**config.mk**
```make
export PLATFORM = sky130hd
export DESIGN_NAME = phc_config_bank
export DESIGN_NICKNAME = d
export VERILOG_FILES = /design/src/phc_pkg.sv /design/src/phc_lock_counter.sv /design/src/phc_serial_port.sv /design/src/phc_config_bank.sv
export VERILOG_INCLUDE_DIRS = /design/src
export SDC_FILE = /design/constraint.sdc
export NUM_CORES = 1
export LEC_CHECK = 0
export ABC_AREA = 1
export BUFFER_PORTS_ARGS = -buffer_cell sky130_fd_sc_hd__buf_2
export CELL_PAD_IN_SITES_DETAIL_PLACEMENT = 0
export CELL_PAD_IN_SITES_GLOBAL_PLACEMENT = 1
export CORE_ASPECT_RATIO = 2
export CORE_MARGIN = 10
export CORE_UTILIZATION = 47
export DETAILED_ROUTE_END_ITERATION = 6
export PLACE_DENSITY = 0.91
export SLEW_MARGIN = 20
export SYNTH_ARGS = -nofsm -noshare
export SYNTH_HDL_FRONTEND = slang
export SYNTH_SLANG_ARGS = --single-unit
```
**constraint.sdc**
```tcl
create_clock -name clk_sys -period 4 [get_ports clk_sys]
set_clock_uncertainty 0.2 [all_clocks]
set_input_delay 0.4 -clock clk_sys [delete_from_list [all_inputs] [get_ports clk_sys]]
set_output_delay 0.4 -clock clk_sys [all_outputs]
set_load 0.01 [all_outputs]
```
**src/phc_map.svh**
```systemverilog
/*
 Offsets, field positions, reset words and fixed codes of the bank.
 Assumes inclusion by bare name from the package and the bank.
*/
`ifndef PHC_MAP_SVH
`define PHC_MAP_SVH
// ----------------------------------------------------------------------
// Register addresses and storage slots.
// ----------------------------------------------------------------------
`define PHC_ADDR_TRIP 5'h0E
`define PHC_ADDR_XTAL 5'h10
`define PHC_ADDR_LOOPF 5'h18
`define PHC_ADDR_RB 5'h1F
`define PHC_SLOT_TRIP 4'h0
`define PHC_SLOT_HOLD 4'h1
`define PHC_SLOT_LOOPF 4'h3
`define PHC_SLOT_DACDIV 4'h4
`define PHC_SLOT_L2PUMP 4'h5
`define PHC_SLOT_L1REF 4'h6
`define PHC_SLOT_LDIV 4'h7
`define PHC_SLOT_OSC 4'h8
`define PHC_SLOT_L2FB 4'h9
`define PHC_SLOT_RB 4'hA
// ----------------------------------------------------------------------
// Field positions (MSB and LSB, or a single bit).
// ----------------------------------------------------------------------
`define PHC_TOP10_MSB 31
`define PHC_TOP10_LSB 22
`define PHC_CNT14_MSB 19
`define PHC_CNT14_LSB 6
`define PHC_DIV18_MSB 22
`define PHC_DIV18_LSB 5
`define PHC_HITRIP_MSB 19
`define PHC_HITRIP_LSB 14
`define PHC_LOTRIP_MSB 11
`define PHC_LOTRIP_LSB 6
`define PHC_BIT5 5
`define PHC_MANEN_BIT 20
`define PHC_WIN1_MSB 7
`define PHC_WIN1_LSB 6
`define PHC_WIN2_MSB 31
`define PHC_WIN2_LSB 30
`define PHC_DOUBLER_BIT 29
`define PHC_PRE1_MSB 23
`define PHC_PRE1_LSB 22
`define PHC_PRE0_MSB 21
`define PHC_PRE0_LSB 20
`define PHC_L2R_MSB 31
`define PHC_L2R_LSB 20
`define PHC_FAST_BIT 23
`define PHC_L2P_MSB 26
`define PHC_L2P_LSB 24
`define PHC_RBLVL_BIT 21
`define PHC_RBADDR_MSB 20
`define PHC_RBADDR_LSB 16
// ----------------------------------------------------------------------
// Reset words, highest slot first, and fixed codes.
// ----------------------------------------------------------------------
`define PHC_RST_WORDS {32'h001F_0000, 32'h0200_0600, 32'h0780_0600, \
    32'h0040_3000, 32'h1000_1800, 32'h0C08_0000, 32'h0101_0000, \
    32'h0000_00C0, 32'h0000_0000, 32'h8000_8000, 32'h1200_0000}
`define PHC_DAC_MID 10'h200
`define PHC_TUNE_MAX 10'h3FF
`define PHC_MODE_HOLD_EN 2'h2
`endif

```
**src/phc_pkg.sv**
```systemverilog
/*
 Types shared by the bank and its two helpers.
 Assumes phc_map.svh is on the include path.
*/
`include "phc_map.svh"
package phc_pkg;
    // Holdover state, one-hot.
    typedef enum logic [1:0] {PHC_TRACK = 2'b01, PHC_HOLD = 2'b10}
        phc_hold_t;
    // Divider and window settings handed to the loops.
    typedef struct packed {
        logic [1:0] loop1Window;
        logic [1:0] loop2Window;
        logic [1:0] input0Predivide;
        logic [1:0] input1Predivide;
        logic [13:0] loop1RefDiv;
        logic [13:0] loop1FbDiv;
        logic [11:0] loop2RefDiv;
        logic [17:0] loop2FbDiv;
        logic [2:0] loop2Prescaler;
        logic refDoubler;
        logic fastDetector;
    } phc_cfg_t;
    // Serial port state; sync stages, shifters and strobes.
    typedef struct packed {
        logic clkS1, clkS2, clkS3;
        logic datS1, datS2;
        logic leS1, leS2, leS3;
        logic [31:0] shIn;
        logic [31:0] shOut;
        logic loadPend;
        logic valid;
    } phc_ser_t;
    // Lock qualifier state.
    typedef struct packed {
        logic [13:0] count;
        logic locked;
    } phc_lock_t;
endpackage : phc_pkg

```
**src/phc_lock_counter.sv**
```systemverilog
/*
 Lock qualifier: counts detector ticks spent inside the window.
 Assumes tick and inWindow come from logic on clk_sys.
*/
`timescale 1ns/1ns
module phc_lock_counter
    import phc_pkg::*;
(
    input wire logic clk_sys,
    input wire logic nrst,
    input wire logic clear,
    input wire logic tick,
    input wire logic inWindow,
    input wire logic [13:0] target,
    output logic locked
);
    phc_lock_t st_r;
    phc_lock_t st_nxt;
    // One miss restarts the run; the count saturates at the target.
    always_comb
    begin
        st_nxt = st_r;
        if (clear)
            st_nxt = '0;
        else if (tick && !inWindow)
            st_nxt = '0;
        else if (tick && st_r.count >= target)
            st_nxt.locked = 1'b1;
        else if (tick)
            st_nxt.count = st_r.count + 14'h0001;
    end
    always_ff @(posedge clk_sys or negedge nrst)
    begin
        if (!nrst)
            st_r <= '0;
        else
            st_r <= st_nxt;
    end
    assign locked = st_r.locked;
    a_lock_qualify: assert property (@(posedge clk_sys) disable iff (!nrst)
        $rose(st_r.locked) |-> $past(st_r.count) == $past(target))
        else $error("Lock asserted before the run reached its count.");
endmodule : phc_lock_counter

```
**src/phc_serial_port.sv**
```systemverilog
/*
 Three-wire serial port: 32-bit words in, MSB first, latched on the
 strobe's rising edge; readback word shifted out on serial clock rises.
 Assumes the serial clock is far slower than clk_sys.
*/
`timescale 1ns/1ns
module phc_serial_port
    import phc_pkg::*;
(
    input wire logic clk_sys,
    input wire logic nrst,
    input wire logic serClk,
    input wire logic serData,
    input wire logic serLatch,
    input wire logic rbLevel,
    input wire logic [31:0] rbWord,
    output logic wordValid,
    output logic [31:0] wordData,
    output logic serReadData
);
    phc_ser_t s_r;
    phc_ser_t s_nxt;
    logic clkRise;
    logic leRise;
    assign clkRise = s_r.clkS2 & ~s_r.clkS3;
    assign leRise = s_r.leS2 & ~s_r.leS3;
    // Pins pass two stages before any edge logic looks at them.
    always_comb
    begin
        s_nxt = s_r;
        {s_nxt.clkS1, s_nxt.clkS2, s_nxt.clkS3} = {serClk, s_r.clkS1,
            s_r.clkS2};
        {s_nxt.datS1, s_nxt.datS2} = {serData, s_r.datS1};
        {s_nxt.leS1, s_nxt.leS2, s_nxt.leS3} = {serLatch, s_r.leS1,
            s_r.leS2};
        s_nxt.valid = leRise;
        s_nxt.loadPend = s_r.valid;
        if (clkRise)
            s_nxt.shIn = {s_r.shIn[30:0], s_r.datS2};
        if (clkRise && s_r.leS2 == rbLevel)
            s_nxt.shOut = {s_r.shOut[30:0], 1'b0};
        // Load a cycle after the write so a new select is already seen.
        if (s_r.loadPend)
            s_nxt.shOut = rbWord;
    end
    always_ff @(posedge clk_sys or negedge nrst)
    begin
        if (!nrst)
            s_r <= '0;
        else
            s_r <= s_nxt;
    end
    assign wordValid = s_r.valid;
    assign wordData = s_r.shIn;
    assign serReadData = s_r.shOut[31];
    a_readback_load: assert property (@(posedge clk_sys) disable iff (!nrst)
        leRise |=> ##2 s_r.shOut == $past(rbWord))
        else $error("Readback word not loaded after the latch.");
endmodule : phc_serial_port

```
**src/phc_config_bank.sv**
```systemverilog
/*
 Lock-detect, holdover, tuning DAC and divider configuration bank of a
 dual-loop clock conditioner, programmed over a three-wire serial port.
 Assumes detector ticks, window flags, the digitised tuning voltage and
 the holdover mode come from logic on clk_sys; serial pins are async.
*/
`timescale 1ns/1ns
`include "phc_map.svh"
module phc_config_bank
    import phc_pkg::*;
(
    input wire logic clk_sys,
    input wire logic nrst,
    input wire logic serClk,
    input wire logic serData,
    input wire logic serLatch,
    output logic serReadData,
    input wire logic pd1Tick,
    input wire logic pd2Tick,
    input wire logic loop1InWindow,
    input wire logic loop2InWindow,
    input wire logic [9:0] tuneVoltage,
    input wire logic [1:0] holdoverMode,
    input wire logic calActive,
    output logic loop1Locked,
    output logic loop2Locked,
    output logic lockIndicator,
    output logic holdoverActive,
    output logic [9:0] dacCode,
    output phc_cfg_t cfg
);
    // ------------------------------------------------------------------
    // State of the bank.
    // ------------------------------------------------------------------
    // Everything the bank keeps itself lives in one packed record; lock counts and serial shifters stay in the helpers.
    typedef struct packed {
        logic [10:0][31:0] regs;
        phc_hold_t holdState;
        logic [9:0] dacValue;
        logic [9:0] dacDivCnt;
        logic loop1Prev;
    } phc_bank_t;

    localparam logic [10:0][31:0] RST_WORDS = `PHC_RST_WORDS;

    phc_bank_t st_r;
    phc_bank_t st_nxt;

    // Map an address onto a storage slot; bit 4 flags a hit.
    function automatic logic [4:0] slotOf(input logic [4:0] addr);
        logic [4:0] res;
        res = 5'h00;
        if (addr >= `PHC_ADDR_TRIP && addr <= `PHC_ADDR_XTAL)
            res = {1'b1, 4'(addr - `PHC_ADDR_TRIP)};
        else if (addr >= `PHC_ADDR_LOOPF)
            res = {1'b1, 4'(addr - `PHC_ADDR_LOOPF + 5'h03)};
        return res;
    endfunction : slotOf

    // ------------------------------------------------------------------
    // Field views of the stored words.
    // ------------------------------------------------------------------
    logic [31:0] wTrip, wHold, wLoopf, wDacdiv, wL2pump, wL1ref;
    logic [31:0] wLdiv, wOsc, wL2fb, wRb;
    assign wTrip = st_r.regs[`PHC_SLOT_TRIP];
    assign wHold = st_r.regs[`PHC_SLOT_HOLD];
    assign wLoopf = st_r.regs[`PHC_SLOT_LOOPF];
    assign wDacdiv = st_r.regs[`PHC_SLOT_DACDIV];
    assign wL2pump = st_r.regs[`PHC_SLOT_L2PUMP];
    assign wL1ref = st_r.regs[`PHC_SLOT_L1REF];
    assign wLdiv = st_r.regs[`PHC_SLOT_LDIV];
    assign wOsc = st_r.regs[`PHC_SLOT_OSC];
    assign wL2fb = st_r.regs[`PHC_SLOT_L2FB];
    assign wRb = st_r.regs[`PHC_SLOT_RB];

    logic railEnable; // Rail detect enable.
    logic manualEnable; // Manual tuning override.
    logic forceHold; // Force holdover.
    logic writeLock; // Register write lock.
    logic rbLevel; // Strobe level expected during readback.
    logic [5:0] highTrip;
    logic [5:0] lowTrip;
    logic [9:0] manualValue;
    logic [9:0] dacDivisor;
    logic [4:0] rbAddr;
    assign railEnable = wTrip[`PHC_BIT5];
    assign highTrip = wTrip[`PHC_HITRIP_MSB:`PHC_HITRIP_LSB];
    assign lowTrip = wTrip[`PHC_LOTRIP_MSB:`PHC_LOTRIP_LSB];
    assign manualValue = wHold[`PHC_TOP10_MSB:`PHC_TOP10_LSB];
    assign manualEnable = wHold[`PHC_MANEN_BIT];
    assign forceHold = wHold[`PHC_BIT5];
    assign dacDivisor = wDacdiv[`PHC_TOP10_MSB:`PHC_TOP10_LSB];
    assign writeLock = wRb[`PHC_BIT5];
    assign rbLevel = wRb[`PHC_RBLVL_BIT];
    assign rbAddr = wRb[`PHC_RBADDR_MSB:`PHC_RBADDR_LSB];

    // ------------------------------------------------------------------
    // Serial port and readback mux.
    // ------------------------------------------------------------------
    logic wordValid;
    logic [31:0] wordData;
    logic [31:0] rbWord;
    logic [4:0] rbHit;
    logic [4:0] wrHit;

    assign rbHit = slotOf(rbAddr);
    assign wrHit = slotOf(wordData[4:0]);

    // The manual tuning field reads back the live DAC code, not the
    // value written; unmapped selects read as zero.
    always_comb
    begin
        rbWord = 32'h0000_0000;
        if (rbHit[4])
            rbWord = {st_r.regs[rbHit[3:0]][31:5], rbAddr};
        if (rbHit[4] && rbHit[3:0] == `PHC_SLOT_HOLD)
            rbWord[`PHC_TOP10_MSB:`PHC_TOP10_LSB] = st_r.dacValue;
    end

    phc_serial_port u_port (
        .clk_sys(clk_sys),
        .nrst(nrst),
        .serClk(serClk),
        .serData(serData),
        .serLatch(serLatch),
        .rbLevel(rbLevel),
        .rbWord(rbWord),
        .wordValid(wordValid),
        .wordData(wordData),
        .serReadData(serReadData)
    );

    // ------------------------------------------------------------------
    // Lock qualifiers.
    // ------------------------------------------------------------------
    logic l1Raw;
    logic exitQualified;
    logic railTrip;
    logic railHigh;
    logic railLow;

    // Loop one lock count.
    phc_lock_counter u_lock1 (
        .clk_sys(clk_sys),
        .nrst(nrst),
        .clear(1'b0),
        .tick(pd1Tick),
        .inWindow(loop1InWindow),
        .target(wDacdiv[`PHC_CNT14_MSB:`PHC_CNT14_LSB]),
        .locked(l1Raw)
    );

    // Loop two lock count.
    phc_lock_counter u_lock2 (
        .clk_sys(clk_sys),
        .nrst(nrst),
        .clear(1'b0),
        .tick(pd2Tick),
        .inWindow(loop2InWindow),
        .target(wL2pump[`PHC_CNT14_MSB:`PHC_CNT14_LSB]),
        .locked(loop2Locked)
    );

    // Exit qualifier restarts each time holdover is entered, so a lock
    // run that began before the loss does not count.
    phc_lock_counter u_exit (
        .clk_sys(clk_sys),
        .nrst(nrst),
        .clear(st_r.holdState == PHC_TRACK),
        .tick(pd1Tick),
        .inWindow(loop1InWindow),
        .target(wHold[`PHC_CNT14_MSB:`PHC_CNT14_LSB]),
        .locked(exitQualified)
    );

    // Trip distances are in tuning code steps from either rail.
    assign railHigh = tuneVoltage >= (`PHC_TUNE_MAX - {4'h0, highTrip});
    assign railLow = tuneVoltage <= {4'h0, lowTrip};
    assign railTrip = railEnable && (railHigh || railLow);

    // A rail trip reads as loss of loop one lock.
    assign loop1Locked = l1Raw && !railTrip;
    assign lockIndicator = loop1Locked && loop2Locked;

    // ------------------------------------------------------------------
    // Next-state logic.
    // ------------------------------------------------------------------
    logic dacUpdate;
    logic lockLost;
    assign dacUpdate = pd1Tick && (st_r.dacDivCnt + 10'h001 >= dacDivisor);
    assign lockLost = st_r.loop1Prev && !loop1Locked;

    always_comb
    begin
        st_nxt = st_r;
        st_nxt.loop1Prev = loop1Locked;
        // Writes are dropped for unmapped addresses and, while locked,
        // for every register but the readback one.
        if (wordValid && wrHit[4] &&
            (!writeLock || wrHit[3:0] == `PHC_SLOT_RB))
            st_nxt.regs[wrHit[3:0]] = {wordData[31:5], 5'h00};
        // DAC clock: a divisor of zero acts like one.
        if (pd1Tick)
            st_nxt.dacDivCnt = st_r.dacDivCnt + 10'h001;
        if (dacUpdate)
            st_nxt.dacDivCnt = 10'h000;
        // Manual wins; tracking follows the tuning voltage until
        // holdover freezes the code.
        if (dacUpdate && manualEnable)
            st_nxt.dacValue = manualValue;
        else if (dacUpdate && st_r.holdState == PHC_TRACK)
            st_nxt.dacValue = tuneVoltage;
        // Holdover entry and exit.
        unique case (st_r.holdState)
            PHC_TRACK:
            begin
                if (forceHold || railTrip ||
                    (holdoverMode == `PHC_MODE_HOLD_EN && lockLost))
                    st_nxt.holdState = PHC_HOLD;
            end
            PHC_HOLD:
            begin
                if (!forceHold && !railTrip && exitQualified)
                    st_nxt.holdState = PHC_TRACK;
            end
            default:
            begin
                st_nxt.holdState = PHC_HOLD;
            end
        endcase
    end

    // Every field takes its default at reset, before any programming.
    always_ff @(posedge clk_sys or negedge nrst)
    begin
        if (!nrst)
        begin
            st_r.regs <= RST_WORDS;
            st_r.holdState <= PHC_TRACK;
            st_r.dacValue <= `PHC_DAC_MID;
            st_r.dacDivCnt <= 10'h000;
            st_r.loop1Prev <= 1'b0;
        end
        else
            st_r <= st_nxt;
    end

    // ------------------------------------------------------------------
    // Outputs.
    // ------------------------------------------------------------------
    assign holdoverActive = (st_r.holdState == PHC_HOLD);
    assign dacCode = st_r.dacValue;
    assign cfg.loop1Window = wLoopf[`PHC_WIN1_MSB:`PHC_WIN1_LSB];
    assign cfg.loop2Window = wL2pump[`PHC_WIN2_MSB:`PHC_WIN2_LSB];
    assign cfg.input0Predivide = wL1ref[`PHC_PRE0_MSB:`PHC_PRE0_LSB];
    assign cfg.input1Predivide = wL1ref[`PHC_PRE1_MSB:`PHC_PRE1_LSB];
    assign cfg.loop1RefDiv = wL1ref[`PHC_CNT14_MSB:`PHC_CNT14_LSB];
    assign cfg.loop1FbDiv = wLdiv[`PHC_CNT14_MSB:`PHC_CNT14_LSB];
    assign cfg.loop2RefDiv = wLdiv[`PHC_L2R_MSB:`PHC_L2R_LSB];
    // Calibration runs on its own divide, never the operating one.
    assign cfg.loop2FbDiv = calActive ?
        wOsc[`PHC_DIV18_MSB:`PHC_DIV18_LSB] :
        wL2fb[`PHC_DIV18_MSB:`PHC_DIV18_LSB];
    assign cfg.loop2Prescaler = wL2fb[`PHC_L2P_MSB:`PHC_L2P_LSB];
    assign cfg.refDoubler = wL2pump[`PHC_DOUBLER_BIT];
    assign cfg.fastDetector = wOsc[`PHC_FAST_BIT];

    // ------------------------------------------------------------------
    // Checks.
    // ------------------------------------------------------------------
    a_rail_high_hold: assert property (@(posedge clk_sys) disable iff (!nrst)
        (railEnable && railHigh) |=> holdoverActive)
        else $error("High rail trip did not hold over.");
    a_rail_low_hold: assert property (@(posedge clk_sys) disable iff (!nrst)
        (railEnable && railLow) |-> !loop1Locked ##1 holdoverActive)
        else $error("Low rail trip did not force unlock.");
    a_rail_disarmed: assert property (@(posedge clk_sys) disable iff (!nrst)
        (!railEnable && l1Raw) |-> loop1Locked)
        else $error("Disarmed rail detect masked lock.");
    a_dac_readback: assert property (@(posedge clk_sys) disable iff (!nrst)
        (rbAddr == `PHC_ADDR_TRIP + 5'h01) |->
        rbWord[`PHC_TOP10_MSB:`PHC_TOP10_LSB] == dacCode)
        else $error("Manual field readback is not the DAC code.");
    a_manual_drive: assert property (@(posedge clk_sys) disable iff (!nrst)
        (dacUpdate && manualEnable) |=> dacCode == $past(manualValue))
        else $error("Manual override did not drive the DAC.");
    a_dac_frozen: assert property (@(posedge clk_sys) disable iff (!nrst)
        (holdoverActive && !manualEnable) |=> $stable(dacCode))
        else $error("DAC moved during holdover.");
    a_exit_qualified: assert property (@(posedge clk_sys) disable iff (!nrst)
        $fell(holdoverActive) |-> $past(exitQualified) &&
        !$past(forceHold))
        else $error("Holdover left without a qualified lock.");
    a_force_hold: assert property (@(posedge clk_sys) disable iff (!nrst)
        forceHold |=> holdoverActive)
        else $error("Forced holdover not entered.");
    a_loss_hold: assert property (@(posedge clk_sys) disable iff (!nrst)
        (holdoverMode == `PHC_MODE_HOLD_EN && lockLost) |=>
        holdoverActive)
        else $error("Lock loss did not enter holdover.");
    a_write_lock: assert property (@(posedge clk_sys) disable iff (!nrst)
        (wordValid && writeLock && wordData[4:0] != `PHC_ADDR_RB) |=>
        st_r.regs == $past(st_r.regs))
        else $error("Locked register changed on a write.");
endmodule : phc_config_bank

```
==> out/metrics.yaml, run 1 <==
status:
  outcome: "complete, but fails checks"
  failed_checks: "DRC"
setup_path:
  cp-start-kind: "flop"
  critical-path-max-stage-delay_ns: 0.41
  critPathCaptureType: "flop"
  crit_required_ns: 4.25
  crit_family: "simple AND/OR/NAND/NOR gates"
  cp.arrival_ns: 3.84
  worstPathMaxFanout: 12
  worstPathCellList: "nand3_1 > nor2_1 > nand2_1 > nor3_1 > nand2_1 > nor2_1 > xor2_1 > inv_1 > ha_1 > nand2_1 > nor2_1 > a211oi_1 > nand4_1 > nand2_1 > nor2_4 > inv_1 > nand2_1 > o211ai_1 > nand2_1"
  cp_common_cell: "nand2_1"
  critPathKind: "flop to flop"
  cpMaxStageDelayCell: "dfrtp_1"
  critPathBufInv: 2
synthesis:
  synth_seq_area_share_pct: 47.8
  avgSynthCellArea_um2: 7.87
  synth_area_um2: 23100
  ys_warn_count: 0
  synth_nets: 3029
  ys_types: 48
  netlist_instances: 2929
  ys_ff_latch: 439
layout:
  antenna_cells: 0
  final_cell_mix: "nand2_1 (953), dfrtp_1 (406), o21ai_0 (370)"
  fin_nets: 3008
  instances_no_fill: 3580
  drive_above_1_share_pct: 9.99
  areaGrowthSynthToFinish_pct: 8.42
  final_common_cell: "nand2_1"
global_routing:
  grt_max_degree: 110
  grt_usage_pct: 26.3
  overflow: 0
  antenna_found_initial: 0
  grt_pass1_wl_um: 120000
  first_global_vias: 19900
power:
  leakage_nw: 11.5
  ir_worst_vdd_v: 0.000369
  powerDensity_nw_per_um2: 413
floorplan:
  die_width_um: 177
  die_area_um2: 58900
  die_h_um: 333
  std_cell_rows: 114
  start_util_pct: 47.6
  ios: 108
  coreArea_um2: 48500
timing:
  setup-violations-final: 0
  finalHoldViolations: 0
  fmax_ghz: 0.279
  worst_pin_slew_ns: 0.958
  final_max_slew_viol_count: 0
  slew_headroom_pct: 35.7
  rsz0062_at_grt: "false"
  holdWs_ns: 0.0159
  tns_ns: 0
  timing.final.crit_share_pct: 89.6
  finalCriticalPeriod_ns: 3.58
  timing.final.ws_setup_ns: 0.417
clocking:
  cts_tree: "built"
  cts_sinks: 439
  clk_pin_slew_worst_paths_ns: 0.07
  numCtsBuffers: 43
  clockBufferDepth: 3
  cts_root_buffer: "clkbuf_16"
  insertion_delay_ns: 0.59
  htreeDepth: 2
  cts_setup_buffers: 0
job:
  cap_violations: 0
drt:
  firstDrtPassIters: 7
  drc: 1
  wire_per_inst_um: 21.7
  drtIter0Drc: 1898
  ant_nets: 0
  wirelength_um: 77700
  num_vias: 20100
  viasPerCell: 5.61
placed_design:
  place_hpwl_um: 55800
  portBuffers: 107
  gp_congestion: 0.960
  pre_cts_slack_ns: 0.116
  placed_cells_incl_taps: 3491
min_path:
  hold_class: "primary input to flop"
[where the power goes]
part / internal (W) / leakage (nW) / total, W / switching (W)
clock: 0.00230 / 0.686 / 0.00418 / 0.00188
combinational: 0.000364 / 4.90 / 0.00122 / 0.000857
sequential: 0.00466 / 5.93 / 0.00491 / 0.000256
[final timing paths]
path | slack, ns | endpoint | from | depth (start not counted)
max | 0.42 | dacCode[7] | st_r[1] | 19
min | 0.02 | dacCode[4] | tuneVoltage[4] | 3
max reg2reg | 0.42 | dacCode[7] | st_r[1] | 19
min reg2reg | 0.15 | u_port.s_r[69] | u_port.s_nxt[69] | 0
max in group asynchronous | 2.42 | st_r[1] | nrst | 3
min in group asynchronous | 0.12 | u_lock2.st_r[9] | nrst | 2
[metrics by stage]
step,power [W],cell area [µm²],utilization (%)
after floorplan,0.00565,23100,-
after global placement,0.00616,23500,48.4
after detailed placement,0.00619,23500,48.4
after CTS,0.0104,25000,51.5
after global routing,0.0107,25000,51.6
final,0.0103,25000,51.6
[state kept, by name, summed over array words and instances (netlist names), 5 cells and up]
name             flops
st_r                40
dacCode             10
u_port.s_nxt         5
wHold               27
wLdiv               27
wRb                 27
wTrip               27
u_exit.st_r         14
wL1ref              27
u_port.s_r          35
u_port.wordData     32
wL2pump             27
wL2fb               27
wLoopf              27
wDacdiv             27
u_lock2.st_r        14
wOsc                27
u_lock1.st_r        14
[synth_stat cells, drive strengths merged]
| cell type | n | share of area, % |
|---|---|---|
| clkinv | 7 | 0.11 |
| or3 | 2 | 0.054 |
| o2111ai | 1 | 0.038 |
| and3 | 2 | 0.054 |
| xor2 | 17 | 0.65 |
| o31ai | 14 | 0.46 |
| o21ai | 461 | 10 |
| dfstp | 33 | 3.8 |
| nand2 | 966 | 16 |
| nor3 | 17 | 0.42 |
| nand3 | 214 | 4.6 |
| and2 | 1 | 0.027 |
| o21bai | 4 | 0.13 |
| and3b | 1 | 0.038 |
| ha | 78 | 4.2 |
| clkbuf | 87 | 1.4 |
| o21a | 1 | 0.033 |
| a211oi | 1 | 0.033 |
| o221ai | 1 | 0.038 |
| o211ai | 15 | 0.49 |
| a31oi | 1 | 0.027 |
| buf | 140 | 4.4 |
| nand3b | 2 | 0.065 |
| o22ai | 12 | 0.33 |
| nor2b | 1 | 0.027 |
| a21boi | 2 | 0.065 |
| a21oi | 74 | 1.6 |
| or2 | 10 | 0.27 |
| dfrtp | 406 | 44 |
| xnor2 | 4 | 0.15 |
| nor2 | 91 | 1.6 |
| a22oi | 1 | 0.033 |
| inv | 228 | 3.7 |
| nor4 | 5 | 0.14 |
| o211a | 2 | 0.087 |
| nand4 | 27 | 0.73 |
[routing by layer]
| layer | global-route usage [%] | wire length, µm | vias to the layer above |
|---|---|---|---|
| met2 | 45.7 | 39300 | 699 |
| met3 | 3.63 | 4170 | 207 |
| met1 | 28.4 | 27800 | 9743 |
| met5 | 0 | 0 | - |
| met4 | 19.2 | 6430 | 0 |
| li1 | - | - | 9419 |
[kinds of logic (layout without fill, tap and decap cells)]
family                   after synthesis  after routing  synth area share, %
AND/OR/NAND/NOR                     1339           1339                 24.2
flip-flops                           439            439                 47.8
XOR/XNOR                              21             21                0.798
buffers and inverters                462            475                 9.60
AO/OA/AOI/OAI                        590            590                 13.4
adder cells (fa/ha/maj)               78             78                 4.23
[timing repair]
item                                    CTS  global route
endpoints found under the setup margin    0            10
hold endpoints to repair                 56             0
resized for setup                         0             2
hold buffers                             10             0
[area by class of cell]
class,count,area (µm²)
Multi-Input combinational cell,2028,9850
Clock inverter,19,173
Timing Repair Buffer,161,1040
Clock buffer,60,1230
Inverter,235,882
Fill cell,4780,23500
Sequential cell,439,11000
Tap cell,638,798
[worst min-delay path, cell delays in order]
cell	delay, ns
buf_2	0.13
o21ai_0	0.15
o21ai_0	0.07
Power figures use the tool's default switching activity.
==> inputs of run 2 (changes only) <==
CORE_UTILIZATION = 37   (was 47)
MAX_ROUTING_LAYER = met4   (was not set)
PLACE_DENSITY = 0.76   (was 0.91)
==> run 2 against run 1 <==
The run now ends clean. Final cell count up 4.3%. Clock power up 7.2%. Non-clock buffer count up 3. Design area up 1.3%. Utilization down 11 points. Wire length up 5.3%. Critical path type is now primary input to output port. Largest cell class unchanged. Highest routed layer unchanged.
==> out/metrics.yaml, run 2 (synthesized netlist as in run 1, its figures left out) <==
floorplan:
  die_area_um2: 73300  # was 58,900 µm²
  start_util_pct: 37.3  # was 47.6%
  die_width_um: 197  # was 177 µm
  die_h_um: 373  # was 333 µm
  std_cell_rows: 129  # was 114
  coreArea_um2: 61800  # was 48,500 µm²
  ios: 108  # unchanged
drt:
  firstDrtPassIters: 6  # was 7
  wirelength_um: 81900  # was 77,700 µm
  drc: 0  # was 1
  num_vias: 19900  # was 20,100
  viasPerCell: 5.33  # was 5.61
  wire_per_inst_um: 21.9  # was 21.7 µm
  drtIter0Drc: 1634  # was 1,898
  ant_nets: 0  # unchanged
power:
  ir_worst_vdd_v: 0.000272  # was 0.000369 V
  leakage_nw: 11.6  # was 11.5 nW
  powerDensity_nw_per_um2: 420  # was 413 nW/µm²
clocking:
  cts_setup_buffers: 0  # unchanged
  clockBufferDepth: 3  # unchanged
  cts_root_buffer: "clkbuf_16"  # unchanged
  htreeDepth: 2  # unchanged
  cts_tree: "built"  # unchanged
  numCtsBuffers: 44  # was 43
  cts_sinks: 439  # unchanged
  clk_pin_slew_worst_paths_ns: 0.06  # was 0.07 ns
  insertion_delay_ns: 0.59  # about the same
setup_path:
  worstPathMaxFanout: 3  # was 12
  worstPathCellList: "dlygate4sd3_1 > buf_2 > inv_1 > ha_1 > inv_1 > a21oi_1 > o2111ai_1 > nand2_1 > o21ai_0 > nand2_1 > nor2_1 > buf_2"  # was nand3_1 > nor2_1 > nand2_1 > nor3_1 > nand2_1 > nor2_1 > xor2_1 > inv_1 > ha_1 > nand2_1 > nor2_1 > a211oi_1 > nand4_1 > nand2_1 > nor2_4 > inv_1 > nand2_1 > o211ai_1 > nand2_1
  crit_family: "buffers and inverters"  # was simple AND/OR/NAND/NOR gates
  crit_required_ns: 3.40  # was 4.25 ns
  cpMaxStageDelayCell: "dlygate4sd3_1"  # was dfrtp_1
  critical-path-max-stage-delay_ns: 0.53  # was 0.41 ns
  critPathBufInv: 5  # was 2
  critPathCaptureType: "output port"  # was flop
  critPathKind: "primary input to output port"  # was flop to flop
  cp-start-kind: "primary input"  # was flop
  cp.arrival_ns: 3.03  # was 3.84 ns
layout:
  regArea_um2: 11000  # unchanged
  regMostFlops: "st_r"  # unchanged
  final_cell_mix: "nand2_1 (953), dfrtp_1 (406), o21ai_0 (370)"  # unchanged
  drive_above_1_share_pct: 10.2  # was 9.99%
  final_common_cell: "nand2_1"  # unchanged
  multi_input_area_um2: 9850  # unchanged
  fin_nets: 3012  # was 3,008
  final_util_pct: 41.0  # was 51.6%
  areaGrowthSynthToFinish_pct: 9.78  # was 8.42%
  n_fill_cell: 6372  # was 4,780
  largest_reg_flops: 40  # unchanged
  fin_area_um2: 25300  # was 25,000 µm²
placed_design:
  place_area_um2: 23700  # was 23,500 µm²
  gp_congestion: 0.939  # was 0.960
  portBuffers: 107  # unchanged
  place_hpwl_um: 59400  # was 55,800 µm
global_routing:
  first_global_vias: 20000  # was 19,900
  grt_usage_pct: 22.7  # was 26.3%
  grt_pass1_wl_um: 125000  # was 120,000 µm
  antenna_found_initial: 0  # unchanged
  grt_max_degree: 104  # was 110
  overflow: 0  # unchanged
timing:
  finalHoldViolations: 0  # unchanged
  fmax_ghz: 0.275  # was 0.279 GHz
  finalCriticalPeriod_ns: 3.63  # was 3.58 ns
  tns_ns: 0  # unchanged
  final_max_slew_viol_count: 0  # unchanged
  timing.final.crit_share_pct: 90.8  # was 89.6%
  setup-violations-final: 0  # unchanged
  worst_pin_slew_ns: 0.879  # was 0.958 ns
  slew_headroom_pct: 41.1  # was 35.7%
  rsz0062_at_grt: "false"  # unchanged
job:
  cap_violations: 0  # unchanged
min_path:
  hold_class: "primary input to flop"  # unchanged
status:
  outcome: "finished clean"  # was complete, but fails checks
-- run 2: changes by cell type in the layout (fill, tap and decap cells not counted), sizes merged --
cell / change
bufinv: +4
buf: +3
clkinvlp: -2
inv: -2
clkinv: +1
diode: +1
-- run 2: final timing paths --
path                       slack, ns                to        startpoint  depth (start not counted)
hold / removal                  0.05        dacCode[2]    tuneVoltage[2]                          3
setup / recovery                0.37     lockIndicator    tuneVoltage[0]                         12
max in group asynchronous       2.13    u_lock1.locked              nrst                          3
hold reg to reg                 0.15  u_port.s_nxt[71]  u_port.s_nxt[72]                          0
setup reg to reg                0.47    u_port.s_r[20]           wRb[16]                         18
min in group asynchronous       0.32  u_port.s_nxt[72]              nrst                          2
-- run 2: timing repair --
item / in CTS / in global routing
hold endpoints to repair: 98 / 0
hold buffers: 10 / 0
resized for setup: 0 / 2
endpoints found under the setup margin: 0 / 10
-- run 2: cell type report --
cell class | instances | share of cell area, %
Sequential cell | 439 | 43.6
Multi-Input combinational cell | 2028 | 38.9
Clock buffer | 60 | 4.99
Timing Repair Buffer | 164 | 4.14
Tap cell | 786 | 3.88
Inverter | 235 | 3.48
Clock inverter | 20 | 1.02
Antenna cell | 1 | 0.00988
-- run 2: where the power goes --
part | leakage (nW) | switching, W | internal, W
clock | 0.753 | 0.00187 | 0.00260
combinational | 4.90 | 0.000867 | 0.000369
sequential | 5.93 | 0.000254 | 0.00466
total | 11.6 | 0.00300 | 0.00763
-- run 2: metrics by stage --
| step | power, W | cells | hold WS (ns) | setup slack (ns) |
|---|---|---|---|---|
| 2_1_floorplan | 0.00565 | 2929 | -0.0956 | 0.804 |
| 3_3_place_gp | 0.00619 | 3642 | 0.141 | 0.162 |
| 3_5_place_dp | 0.00622 | 3642 | 0.145 | 0.211 |
| 4_1_cts | 0.0107 | 3732 | 0.0196 | 0.180 |
| 5_1_grt | 0.0110 | 3732 | 0.0902 | 0.0373 |
| 6_report | 0.0106 | 3733 | 0.0537 | 0.367 |
-- run 2: metal layers --
| metal | GRT usage, % | share of wire (%) | vias up |
|---|---|---|---|
| met5 | - | 0 | - |
| met1 | 24.2 | 37 | 9714 |
| li1 | - | - | 9412 |
| met4 | 16.4 | 8.1 | 0 |
| met2 | 38.7 | 51 | 585 |
| met3 | 2.06 | 3.8 | 204 |
-- run 2: tightest hold or removal path, delay by kind of cell --
family	cells	cell delay, ns
compound gates	2	0.23
buf+inv	1	0.15
